File: src/design/osdw_params.svh
// offsets, field positions and timing counts of the osd window timing block
`ifndef OSDW_PARAMS_SVH
`define OSDW_PARAMS_SVH

// ****************************************************************
// register byte addresses
// ****************************************************************
`define OSDW_ADDR_VBLANK 16'h8403
`define OSDW_ADDR_CHAR_HT 16'h8404
`define OSDW_ADDR_HL_LO 16'h8405
`define OSDW_ADDR_HL_HI 16'h8406
`define OSDW_ADDR_LL_LO 16'h8407
`define OSDW_ADDR_LL_HI 16'h8408
`define OSDW_ADDR_SH_LO 16'h8409
`define OSDW_ADDR_SH_HI 16'h840A
`define OSDW_ADDR_CK_START 16'h840D
`define OSDW_ADDR_CK_RES_LO 16'h840E
`define OSDW_ADDR_CK_RES_HI 16'h840F
`define OSDW_ADDR_W1_HSTART 16'h8410
`define OSDW_ADDR_W1_VSTART 16'h8411
`define OSDW_ADDR_W1_MASK_B0 16'h8414
`define OSDW_ADDR_W1_MASK_B3 16'h8417
`define OSDW_ADDR_W2_HSTART 16'h8418

// ****************************************************************
// fields and reset values
// ****************************************************************
`define OSDW_VBLANK_BITS 7
`define OSDW_CK_START_BIT 0
`define OSDW_COLOR_HI_BIT 0
`define OSDW_RESET_BYTE 8'h00
`define OSDW_RESET_MASK 32'h0000_0000
`define OSDW_RESET_SUM 16'h0000

// ****************************************************************
// timing and geometry
// ****************************************************************
`define OSDW_HSTART_OFFSET 11'h01E
`define OSDW_HPIX_MAX 11'h7FF
`define OSDW_COL_PX_LAST 4'hB
`define OSDW_MASK_COLS 7'h20
`define OSDW_COL_MAX 6'h3F
`define OSDW_FONT_BYTES 13'h1200
`define OSDW_CK_MODULUS 17'h0_FFFF
`define OSDW_VBLANK_MIN 8'h0B
`define OSDW_HSTART_MIN 8'h03
`define OSDW_VSTART_MAX 8'h7F

`endif

File: src/design/osdw_pkg.sv
// types shared by both ends of the osd window timing block
package osdw_pkg;

  typedef enum {CK_IDLE, CK_RUN} osdw_ck_state_e;

  typedef enum {H_IDLE, H_POLL, H_ACCESS} osdw_host_state_e;

  typedef logic [8:0] osdw_color_t;

endpackage : osdw_pkg

File: src/design/osdw_if.sv
// byte-wide register link between the monitor controller and the osd block
`timescale 1ns/1ps
`default_nettype none

interface osdw_if;
  logic req;
  logic we;
  logic [15:0] addr;
  logic [7:0] wdata;
  logic [7:0] rdata;
  logic ack;

  modport device (input req, input we, input addr, input wdata, output rdata, output ack);
  modport host (output req, output we, output addr, output wdata, input rdata, input ack);
endinterface : osdw_if

`default_nettype wire

File: src/design/osdw_font_checksum.sv
// font rom walker that builds the 16-bit signature
`timescale 1ns/1ps
`default_nettype none
`include "osdw_params.svh"

module osdw_font_checksum (
  // clock and reset
  input wire logic sys_clk,
  input wire logic rst_b,
  // control
  input wire logic start,
  output logic busy,
  output logic done,
  output logic [15:0] sum,
  // font rom, data one cycle after address
  output logic [12:0] rom_addr,
  input wire logic [7:0] rom_data
);

  osdw_pkg::osdw_ck_state_e state_q;
  logic [13:0] issue_q;
  logic addr_vld_q;
  logic data_vld_q;
  logic [16:0] acc_q;
  logic [16:0] acc_add;
  logic last_data;

  // ****************************************************************
  // sequential read of every byte of all 256 glyphs
  // ****************************************************************
  assign acc_add = acc_q + {9'h000, rom_data};
  assign last_data = (issue_q == {1'b0, `OSDW_FONT_BYTES}) && !addr_vld_q && !data_vld_q;

  always_ff @(posedge sys_clk)
  begin
    if (!rst_b)
    begin
      state_q <= osdw_pkg::CK_IDLE;
      issue_q <= 14'h0000;
      addr_vld_q <= 1'b0;
      data_vld_q <= 1'b0;
      rom_addr <= 13'h0000;
    end
    else
    begin
      case (state_q)
        osdw_pkg::CK_IDLE:
        begin
          addr_vld_q <= 1'b0;
          data_vld_q <= 1'b0;
          if (start)
          begin
            state_q <= osdw_pkg::CK_RUN;
            issue_q <= 14'h0000;
            rom_addr <= 13'h0000;
          end
        end
        osdw_pkg::CK_RUN:
        begin
          // rom data lags the registered address by one more cycle
          addr_vld_q <= (issue_q < {1'b0, `OSDW_FONT_BYTES});
          data_vld_q <= addr_vld_q;
          if (issue_q < {1'b0, `OSDW_FONT_BYTES})
          begin
            rom_addr <= issue_q[12:0];
            issue_q <= issue_q + 14'h0001;
          end
          if (last_data)
            state_q <= osdw_pkg::CK_IDLE;
        end
        default: state_q <= osdw_pkg::CK_IDLE;
      endcase
    end
  end

  // running sum folded modulo 65535 [RULE7] [RULE8]
  always_ff @(posedge sys_clk)
  begin
    if (!rst_b)
      acc_q <= 17'h0_0000;
    else if (state_q == osdw_pkg::CK_IDLE && start)
      acc_q <= 17'h0_0000;
    else if (data_vld_q)
      acc_q <= (acc_add >= `OSDW_CK_MODULUS) ? acc_add - `OSDW_CK_MODULUS : acc_add;
  end

  // result truncated to 16 bits, stored on completion [RULE9]
  always_ff @(posedge sys_clk)
  begin
    if (!rst_b)
    begin
      done <= 1'b0;
      sum <= `OSDW_RESET_SUM;
    end
    else
    begin
      done <= (state_q == osdw_pkg::CK_RUN) && last_data;
      if ((state_q == osdw_pkg::CK_RUN) && last_data)
        sum <= acc_q[15:0];
    end
  end

  assign busy = (state_q == osdw_pkg::CK_RUN);

endmodule : osdw_font_checksum

`default_nettype wire

File: src/design/osdw_device.sv
// osd frame and window timing registers with blanking, scaling and windows
// ****************************************************************
// Summary of operation
// [RULE1] vertical blank lasts programmed scan lines
// [RULE2] software programs blank duration above 0x0A
// [RULE3] character height register is osd lines/4
// [RULE4] highlight colour: green, red, blue, 9 bits
// [RULE5] lowlight colour: separate 9-bit green/red/blue
// [RULE6] shading colour: third 9-bit green/red/blue field
// [RULE7] start bit walks font rom, sums bytes
// [RULE8] store sum mod 65535, clear start bit
// [RULE9] signature reads as 16-bit truncated sum
// [RULE10] two windows, independent, shown together or alone
// [RULE11] horizontal start equals register*4 plus 30
// [RULE12] software programs horizontal start above 2
// [RULE13] window 1 vertical start is register*2
// [RULE14] vertical steps are scaled character lines
// [RULE15] software keeps window inside active video
// [RULE16] mask bit selects 12 or 24 pixel column
// [RULE17] double columns repeat each font pixel
// [RULE18] columns past thirty-two stay normal width
// [RULE19] software writes zero to reserved bits
// [RULE20] software polls start bit before reading result
// ****************************************************************
`timescale 1ns/1ps
`default_nettype none
`include "osdw_params.svh"

module osdw_device (
  // clock and reset
  input wire logic sys_clk,
  input wire logic rst_b,
  // register link
  osdw_if.device bus,
  // video timing, synchronous strobes
  input wire logic pix_tick,
  input wire logic hflyback,
  input wire logic vflyback,
  input wire logic vblank_enable,
  // window enables and window 2 vertical start and mask held elsewhere
  input wire logic [1:0] win_enable,
  input wire logic [7:0] win2_vert_start,
  input wire logic [31:0] win2_double_width_mask,
  // font rom
  output logic [12:0] font_rom_addr,
  input wire logic [7:0] font_rom_data,
  // timing outputs
  output logic vblank,
  output logic [9:0] char_line,
  output logic [1:0] win_active,
  output logic [11:0] win_col,
  output logic [7:0] win_font_px,
  output logic [1:0] win_px_repeat,
  // colours
  output osdw_pkg::osdw_color_t highlight_color,
  output osdw_pkg::osdw_color_t lowlight_color,
  output osdw_pkg::osdw_color_t shading_color
);

  // ****************************************************************
  // register file
  // ****************************************************************
  logic ack_q;
  logic [7:0] rdata_q;
  logic [7:0] vertical_blank_lines_q;
  logic [7:0] char_height_scale_q;
  osdw_pkg::osdw_color_t hl_q;
  osdw_pkg::osdw_color_t ll_q;
  osdw_pkg::osdw_color_t sh_q;
  logic ck_start_q;
  logic [7:0] win1_horiz_start_q;
  logic [7:0] win1_vert_start_q;
  logic [31:0] win1_double_width_mask_q;
  logic [7:0] win2_horiz_start_q;
  logic take;
  logic wr;
  logic ck_busy;
  logic ck_done;
  logic [15:0] ck_sum;

  assign take = bus.req && !ack_q;
  assign wr = take && bus.we;

  function automatic logic [7:0] reg_read(input logic [15:0] a);
    logic [7:0] r;
    r = 8'h00;
    if (a == `OSDW_ADDR_VBLANK)
      r = {1'b0, vertical_blank_lines_q[`OSDW_VBLANK_BITS-1:0]};
    else if (a == `OSDW_ADDR_CHAR_HT)
      r = char_height_scale_q;
    else if (a == `OSDW_ADDR_HL_LO)
      r = hl_q[7:0];
    else if (a == `OSDW_ADDR_HL_HI)
      r = {7'h00, hl_q[8]};
    else if (a == `OSDW_ADDR_LL_LO)
      r = ll_q[7:0];
    else if (a == `OSDW_ADDR_LL_HI)
      r = {7'h00, ll_q[8]};
    else if (a == `OSDW_ADDR_SH_LO)
      r = sh_q[7:0];
    else if (a == `OSDW_ADDR_SH_HI)
      r = {7'h00, sh_q[8]};
    else if (a == `OSDW_ADDR_CK_START)
      r = {7'h00, ck_start_q};
    else if (a == `OSDW_ADDR_CK_RES_LO)
      r = ck_sum[7:0];
    else if (a == `OSDW_ADDR_CK_RES_HI)
      r = ck_sum[15:8];
    else if (a == `OSDW_ADDR_W1_HSTART)
      r = win1_horiz_start_q;
    else if (a == `OSDW_ADDR_W1_VSTART)
      r = win1_vert_start_q;
    else if (a >= `OSDW_ADDR_W1_MASK_B0 && a <= `OSDW_ADDR_W1_MASK_B3)
      r = win1_double_width_mask_q[{a[1:0], 3'b000} +: 8];
    else if (a == `OSDW_ADDR_W2_HSTART)
      r = win2_horiz_start_q;
    return r;
  endfunction : reg_read

  // one-cycle acknowledge, read data sampled with it; unmapped reads 0
  always_ff @(posedge sys_clk)
  begin
    if (!rst_b)
    begin
      ack_q <= 1'b0;
      rdata_q <= 8'h00;
    end
    else
    begin
      ack_q <= take;
      if (take && !bus.we)
        rdata_q <= reg_read(bus.addr);
    end
  end

  assign bus.ack = ack_q;
  assign bus.rdata = rdata_q;

  always_ff @(posedge sys_clk)
  begin
    if (!rst_b)
    begin
      vertical_blank_lines_q <= `OSDW_RESET_BYTE;
      char_height_scale_q <= `OSDW_RESET_BYTE;
      win1_horiz_start_q <= `OSDW_RESET_BYTE;
      win1_vert_start_q <= `OSDW_RESET_BYTE;
      win2_horiz_start_q <= `OSDW_RESET_BYTE;
      win1_double_width_mask_q <= `OSDW_RESET_MASK;
    end
    else if (wr)
    begin
      if (bus.addr == `OSDW_ADDR_VBLANK)
        vertical_blank_lines_q <= bus.wdata;
      else if (bus.addr == `OSDW_ADDR_CHAR_HT)
        char_height_scale_q <= bus.wdata;
      else if (bus.addr == `OSDW_ADDR_W1_HSTART)
        win1_horiz_start_q <= bus.wdata;
      else if (bus.addr == `OSDW_ADDR_W1_VSTART)
        win1_vert_start_q <= bus.wdata;
      else if (bus.addr == `OSDW_ADDR_W2_HSTART)
        win2_horiz_start_q <= bus.wdata;
      else if (bus.addr >= `OSDW_ADDR_W1_MASK_B0 && bus.addr <= `OSDW_ADDR_W1_MASK_B3)
        win1_double_width_mask_q[{bus.addr[1:0], 3'b000} +: 8] <= bus.wdata;
    end
  end

  // three independent 9-bit g/r/b colour fields [RULE4] [RULE5] [RULE6]
  always_ff @(posedge sys_clk)
  begin
    if (!rst_b)
    begin
      hl_q <= 9'h000;
      ll_q <= 9'h000;
      sh_q <= 9'h000;
    end
    else if (wr)
    begin
      if (bus.addr == `OSDW_ADDR_HL_LO)
        hl_q[7:0] <= bus.wdata;
      else if (bus.addr == `OSDW_ADDR_HL_HI)
        hl_q[8] <= bus.wdata[`OSDW_COLOR_HI_BIT];
      else if (bus.addr == `OSDW_ADDR_LL_LO)
        ll_q[7:0] <= bus.wdata;
      else if (bus.addr == `OSDW_ADDR_LL_HI)
        ll_q[8] <= bus.wdata[`OSDW_COLOR_HI_BIT];
      else if (bus.addr == `OSDW_ADDR_SH_LO)
        sh_q[7:0] <= bus.wdata;
      else if (bus.addr == `OSDW_ADDR_SH_HI)
        sh_q[8] <= bus.wdata[`OSDW_COLOR_HI_BIT];
    end
  end

  assign highlight_color = hl_q;
  assign lowlight_color = ll_q;
  assign shading_color = sh_q;

  // ****************************************************************
  // font signature
  // ****************************************************************
  // start bit reads 1 until the walk ends, then clears itself [RULE7] [RULE8]
  always_ff @(posedge sys_clk)
  begin
    if (!rst_b)
      ck_start_q <= 1'b0;
    else if (ck_done)
      ck_start_q <= 1'b0;
    else if (wr && bus.addr == `OSDW_ADDR_CK_START && bus.wdata[`OSDW_CK_START_BIT])
      ck_start_q <= 1'b1;
  end

  osdw_font_checksum u_checksum (
    .sys_clk (sys_clk),
    .rst_b (rst_b),
    .start (ck_start_q && !ck_busy && !ck_done),
    .busy (ck_busy),
    .done (ck_done),
    .sum (ck_sum),
    .rom_addr (font_rom_addr),
    .rom_data (font_rom_data)
  );

  // ****************************************************************
  // vertical blanking
  // ****************************************************************
  logic [6:0] vb_cnt_q;

  // vflyback wins over a coincident hflyback so a frame always restarts
  always_ff @(posedge sys_clk)
  begin
    if (!rst_b)
    begin
      vblank <= 1'b0;
      vb_cnt_q <= 7'h00;
    end
    else if (vflyback)
    begin
      vblank <= vblank_enable && (vertical_blank_lines_q[6:0] != 7'h00);
      vb_cnt_q <= 7'h00;
    end
    else if (hflyback && vblank)
    begin
      vb_cnt_q <= vb_cnt_q + 7'h01;
      if (vb_cnt_q + 7'h01 >= vertical_blank_lines_q[6:0])
        vblank <= 1'b0; // [RULE1]
    end
  end

  // ****************************************************************
  // constant character height scaler
  // ****************************************************************
  logic [11:0] line_cnt_q;
  logic [11:0] frame_lines_q;
  logic [11:0] acc_q;
  logic [11:0] acc_sum;

  // spreads char_height*4 steps over the last frame's line count, so
  // scan lines repeat as needed; one frame of lag after a mode change
  assign acc_sum = acc_q + {2'b00, char_height_scale_q, 2'b00}; // [RULE3]

  always_ff @(posedge sys_clk)
  begin
    if (!rst_b)
    begin
      line_cnt_q <= 12'h000;
      frame_lines_q <= 12'h000;
      acc_q <= 12'h000;
      char_line <= 10'h000;
    end
    else if (vflyback)
    begin
      frame_lines_q <= line_cnt_q;
      line_cnt_q <= 12'h000;
      acc_q <= 12'h000;
      char_line <= 10'h000;
    end
    else if (hflyback)
    begin
      line_cnt_q <= line_cnt_q + 12'h001;
      if (frame_lines_q != 12'h000 && acc_sum >= frame_lines_q)
      begin
        acc_q <= acc_sum - frame_lines_q;
        char_line <= char_line + 10'h001; // [RULE14]
      end
      else
        acc_q <= acc_sum;
    end
  end

  // ****************************************************************
  // horizontal pixel count and the two windows
  // ****************************************************************
  logic [10:0] pix_cnt_q;
  logic [7:0] hs [2];
  logic [7:0] vs [2];
  logic [31:0] dmask [2];

  assign hs[0] = win1_horiz_start_q;
  assign hs[1] = win2_horiz_start_q;
  assign vs[0] = win1_vert_start_q;
  assign vs[1] = win2_vert_start;
  assign dmask[0] = win1_double_width_mask_q;
  assign dmask[1] = win2_double_width_mask;

  always_ff @(posedge sys_clk)
  begin
    if (!rst_b)
      pix_cnt_q <= 11'h000;
    else if (hflyback)
      pix_cnt_q <= 11'h000;
    else if (pix_tick && pix_cnt_q != `OSDW_HPIX_MAX)
      pix_cnt_q <= pix_cnt_q + 11'h001;
  end

  for (genvar w = 0; w < 2; w++)
  begin : g_win
    logic act_q;
    logic [5:0] col_q;
    logic [3:0] px_q;
    logic rep_q;
    logic v_ok;
    logic h_hit;
    logic dbl;

    assign v_ok = char_line >= {1'b0, vs[w], 1'b0}; // [RULE13]
    assign h_hit = pix_cnt_q == ({1'b0, hs[w], 2'b00} + `OSDW_HSTART_OFFSET); // [RULE11]
    assign dbl = ({1'b0, col_q} < `OSDW_MASK_COLS) && dmask[w][col_q[4:0]]; // [RULE16] [RULE18]

    always_ff @(posedge sys_clk)
    begin
      if (!rst_b)
      begin
        act_q <= 1'b0;
        col_q <= 6'h00;
        px_q <= 4'h0;
        rep_q <= 1'b0;
      end
      else if (hflyback)
        act_q <= 1'b0;
      else if (pix_tick)
      begin
        if (!act_q)
        begin
          if (h_hit && win_enable[w] && v_ok) // [RULE10]
          begin
            act_q <= 1'b1;
            col_q <= 6'h00;
            px_q <= 4'h0;
            rep_q <= 1'b0;
          end
        end
        else if (dbl && !rep_q)
          rep_q <= 1'b1; // [RULE17]
        else
        begin
          rep_q <= 1'b0;
          if (px_q == `OSDW_COL_PX_LAST)
          begin
            px_q <= 4'h0;
            if (col_q != `OSDW_COL_MAX)
              col_q <= col_q + 6'h01;
          end
          else
            px_q <= px_q + 4'h1;
        end
      end
    end

    assign win_active[w] = act_q;
    assign win_col[w*6 +: 6] = col_q;
    assign win_font_px[w*4 +: 4] = px_q;
    assign win_px_repeat[w] = rep_q;
  end

endmodule : osdw_device

`default_nettype wire

File: src/flat_wrapper.sv
// flat-port wrapper written by rule: the top's interface ports become plain ports
module osdw_device_flat 
  (sys_clk, rst_b, pix_tick, hflyback, vflyback, vblank_enable, win_enable, win2_vert_start, win2_double_width_mask, font_rom_addr, font_rom_data, vblank, char_line, win_active, win_col, win_font_px, win_px_repeat, highlight_color, lowlight_color, shading_color, bus_req, bus_we, bus_addr, bus_wdata, bus_rdata, bus_ack);
  osdw_if bus_i ();
  input wire logic sys_clk;
  input wire logic rst_b;
  input wire logic pix_tick;
  input wire logic hflyback;
  input wire logic vflyback;
  input wire logic vblank_enable;
  input wire logic [1:0] win_enable;
  input wire logic [7:0] win2_vert_start;
  input wire logic [31:0] win2_double_width_mask;
  output logic [12:0] font_rom_addr;
  input wire logic [7:0] font_rom_data;
  output logic vblank;
  output logic [9:0] char_line;
  output logic [1:0] win_active;
  output logic [11:0] win_col;
  output logic [7:0] win_font_px;
  output logic [1:0] win_px_repeat;
  output osdw_pkg::osdw_color_t highlight_color;
  output osdw_pkg::osdw_color_t lowlight_color;
  output osdw_pkg::osdw_color_t shading_color;
  input wire logic [$bits(bus_i.req)-1:0] bus_req;
  input wire logic [$bits(bus_i.we)-1:0] bus_we;
  input wire logic [$bits(bus_i.addr)-1:0] bus_addr;
  input wire logic [$bits(bus_i.wdata)-1:0] bus_wdata;
  output wire logic [$bits(bus_i.rdata)-1:0] bus_rdata;
  output wire logic [$bits(bus_i.ack)-1:0] bus_ack;
  assign bus_i.req = bus_req;
  assign bus_i.we = bus_we;
  assign bus_i.addr = bus_addr;
  assign bus_i.wdata = bus_wdata;
  assign bus_rdata = bus_i.rdata;
  assign bus_ack = bus_i.ack;
  osdw_device u_core (.sys_clk(sys_clk), .rst_b(rst_b), .bus(bus_i), .pix_tick(pix_tick), .hflyback(hflyback), .vflyback(vflyback), .vblank_enable(vblank_enable), .win_enable(win_enable), .win2_vert_start(win2_vert_start), .win2_double_width_mask(win2_double_width_mask), .font_rom_addr(font_rom_addr), .font_rom_data(font_rom_data), .vblank(vblank), .char_line(char_line), .win_active(win_active), .win_col(win_col), .win_font_px(win_font_px), .win_px_repeat(win_px_repeat), .highlight_color(highlight_color), .lowlight_color(lowlight_color), .shading_color(shading_color));
endmodule
File: config.mk
export PLATFORM = sky130hd
export DESIGN_NAME = osdw_device_flat
export DESIGN_NICKNAME = d
export VERILOG_FILES = /design/src/design/osdw_pkg.sv /design/src/design/osdw_if.sv /design/src/design/osdw_font_checksum.sv /design/src/design/osdw_device.sv /design/src/flat_wrapper.sv
export VERILOG_INCLUDE_DIRS = /design/src /design/src/design
export SDC_FILE = /design/constraint.sdc
export NUM_CORES = 1
export LEC_CHECK = 0
export ABC_CLOCK_PERIOD_IN_PS = 4200
export BUFFER_PORTS_ARGS = -buffer_cell sky130_fd_sc_hd__buf_2
export CORE_UTILIZATION = 40
export CTS_CLUSTER_SIZE = 28
export DETAILED_ROUTE_END_ITERATION = 10
export GPL_ROUTABILITY_DRIVEN = 0
export GPL_TIMING_DRIVEN = 0
export HOLD_SLACK_MARGIN = 0.02
export PLACE_DENSITY = 0.6
export SYNTH_ARGS = -nofsm -noshare
export SYNTH_HDL_FRONTEND = slang
export SYNTH_SLANG_ARGS = --single-unit
File: constraint.sdc
create_clock -name sys_clk -period 4.2 [get_ports sys_clk]
set_input_delay 1.05 -clock sys_clk [delete_from_list [all_inputs] [get_ports sys_clk]]
set_output_delay 1.05 -clock sys_clk [all_outputs]
set_load 0.05 [all_outputs]
==> reports/metrics.csv <==
stage,metric,value,unit
outcome,status,"complete, no violations",
final_layout,"Core Util, Final",0.4779,
die,DIE HEIGHT,195.1,um
synthesis,"FFs w/ async S/R, synth",0,
synthesis,Netlist Area Pre-Place,14920,um2
synthesis,Syn. warnings,0,
placement,IO Port Bufs,161,
cts,Sink Count,261,
synthesis,Yosys top cell by area,dfxtp_1,
grt,first-pass GRT wire length,70770,um
power,combinational power share,0.062,
grt,total grt overflow,0,
die,core footprint,36700,um2
synthesis,main area contributors after synthesis,"dfxtp_1 (35%), ha_1 (5.9%), mux2i_1 (5.4%), a21oi_1 (4.9%), nand2_1 (4.8%)",
detailed_routing,vias per cell,5.621,
final_layout,Inserted Diodes,0,
power,clock power share,0.500,
final_layout,Area Growth Syn to Fin,17.55,%
final_layout,fin cells,2475,
critical_path,CP Capture Type,flop,
cts,CTS Buf Count,29,
critical_path,crit path DAT,4.60,ns
cts,clk root buf,clkbuf_16,
synthesis,Synth Net Count,1945,
sta,setup slack after layout,0.09128,ns
final_layout,# fillers,3585,
synthesis,number of synthesized flops with an enable pin,0,
grt,antenna violations before repair,3,
die,Die W,195.1,um
die,# rows,70,
detailed_routing,via count,13910,
sta,setup_tns,0,ns
sta,Tmin final,4.109,ns
detailed_routing,Routed WL,44630,um
sta,"Hold Violations, Final",0,
min_path,worst hold-check path type,flop to flop,
final_layout,layout cell share with drive strength beyond 1,0.1460,
synthesis,register area share after synthesis,0.3502,
power,leak pwr,0.006853,uW
placement,placed inst area,16340,um2
critical_path,required time of the worst setup path,4.69,ns
sta,Setup Skew,0.01319,ns
sta,Slew Limit Headroom,0.3040,
placement,pre-CTS worst setup slack,-0.6776,ns
synthesis,Synth Area per Inst,8.335,um2
sta,RSZ-0062 raised after global routing,true,
synthesis,"flops & latches, synth",261,
grt,Global Route Usage Sum,0.2288,
final_layout,highest-count cells in the layout ignoring fill and taps,"dfxtp_1 (261), nand2_1 (191), nor2_1 (190)",
grt,largest net degree at the start of global routing,15,
cts,CTS tree,built,
critical_path,critical path class,input pin to flop,
die,IO Pins,166,
synthesis,top cell type's share of synthesized area,0.3502,
power,internal power,4331,uW
cts,clock buffer depth,3,
sta,count of pins over their slew limit,0,
sta,final setup fails,0,
cts,Worst-path clk slew,0.06,ns
final_layout,"commonest non-fill, non-tap cell in the layout",dfxtp_1,
power,sw frac,0.2379,
cts,# hold bufs at CTS,0,
sta,worst slew pin tran,1.040,ns
critical_path,Startpoint Class,input pin,
sta,crit share post-route,0.9783,
placement,placed cells,2419,
final_layout,cell area after layout,17540,um2
power,sequential share of power,0.439,
die,Initial Util,0.4065,
final_layout,multi-input logic area,9112,um2
power,Max rail drop VDD,290.4,uV
synthesis,prevailing post-synth register cell,dfxtp_1,
detailed_routing,antenna-violating nets left,0,
placement,Final HPWL DP,33920,um
die,Die ar.,38070,um2
cts,H-tree depth,1,
final_layout,fin nets,2139,
detailed_routing,DRC viols,0,
power,P_sw,1352,uW
detailed_routing,Iter 0 DRT Violations,962,
sta,max frequency,0.2434,GHz
job,maxcap violations,0,
detailed_routing,number of iterations in the first detailed-routing pass,7,
synthesis,Synth cell types,80,
critical_path,worst-path maximum fanout,10,
detailed_routing,DR WL/cell,18.03,um
cts,clk_lat worst skew,0.57,ns
final_layout,FF/Latch Area,5225,um2
power,pwr dens,324.1,nW/um2
synthesis,Mapped Cells,1790,
grt,vias in the first global route,13160,
critical path, cell delays in order:
cell	delay (ns)
buf_2	0.11
ha_1	0.22
fa_2	0.37
a211o_1	0.34
a211o_1	0.32
and2_1	0.20
o2111ai_1	0.25
and2_2	0.25
nor3_2	0.06
ha_1	0.16
nand2b_2	0.24
a31oi_4	0.24
buf_4	0.23
nor2_1	0.08
a32oi_1	0.23
mux2i_1	0.21
registers in the layout, indices dropped and copies added (netlist names), 9 cells and up:
register                         flops
u_core.u_checksum.issue_q           14
u_core.highlight_color               9
u_core.lowlight_color                9
u_core.u_checksum.acc_q             17
u_core.g_win.col_q                  12
u_core.pix_cnt_q                    11
u_core.line_cnt_q                   12
u_core.u_checksum.sum               16
u_core.u_checksum.rom_addr          13
u_core.win1_double_width_mask_q     32
u_core.shading_color                 9
u_core.frame_lines_q                12
u_core.char_line                    10
u_core.acc_q                        12
cell usage after synthesis, types with 19 or more instances:
cell,n
clkbuf_1,82
xor2_1,50
mux2i_1,81
nor3_1,28
nor2_1,190
nand3_1,76
mux4_2,28
nand4_1,25
nand2b_1,19
xnor2_1,38
dfxtp_1,261
and3_1,27
or3_1,26
o21ai_0,69
a21oi_1,146
ha_1,70
nand2_1,191
and2_1,20
inv_1,71
cells by family after synthesis:
kind of cell,Yosys count,synth area share
multiplexers,109,0.09661
AO/OA/AOI/OAI,401,0.1744
adder cells (fa/ha/maj),73,0.06273
buffers and inverters,182,0.04755
XOR/XNOR,88,0.05166
AND/OR/NAND/NOR,676,0.2168
flip-flops,261,0.3502
cell type report:
cell class,instances,share of cell area
Inverter,74,0.01584
Sequential cell,261,0.2979
Multi-Input combinational cell,1348,0.5196
Buffer,106,0.02504
Tap cell,468,0.03339
Clock inverter,18,0.01527
Timing Repair Buffer,164,0.04723
Clock buffer,36,0.04573
metrics by stage:
step | total power (uW) | hold slack [ns]
5_1_grt | 5859 | 0.4588
3_3_place_gp | 2889 | 0.4138
6_report | 5683 | 0.4287
2_1_floorplan | 2760 | 0.4020
3_5_place_dp | 2893 | 0.4167
4_1_cts | 5726 | 0.4311
routing by layer:
| layer | share of wire | routed length [um] | vias to the layer above | GRT usage |
|---|---|---|---|---|
| li1 | - | - | 6805 | - |
| met1 | 0.44 | 19420 | 6618 | 0.2907 |
| met2 | 0.48 | 21300 | 385 | 0.3905 |
| met3 | 0.053 | 2376 | 99 | 0.04197 |
| met4 | 0.033 | 1493 | 6 | 0.07320 |
| met5 | 0.00087 | 39 | - | 0 |
power groups by stage:
stage                     sequential (uW)  combinational [uW]  clock (uW)
after CTS                            2490                 347        2890
after detailed placement             2550                 346           0
after floorplan                      2560                 196           0
final                                2490                 351        2840
after global routing                 2490                 381        2990
after global placement               2550                 341           0
timing repair:
action,in CTS,in global routing
gates cloned,0,1
pin swaps,0,2
setup endpoints to repair,53,65
resized for setup,4,21
buffers inserted,0,3
worst paths after layout:
path,start,end,slack [ns],cells after the start
max,font_rom_data[0],u_core.u_checksum.acc_q[9],0.09,16
min,u_core.u_checksum.done,u_core.ck_start_q,0.43,1
max reg2reg,u_core.char_height_scale_q[0],u_core.acc_q[7],0.29,18
min reg2reg,u_core.u_checksum.done,u_core.ck_start_q,0.43,1
No activity file was read; power rests on OpenSTA's default activity.
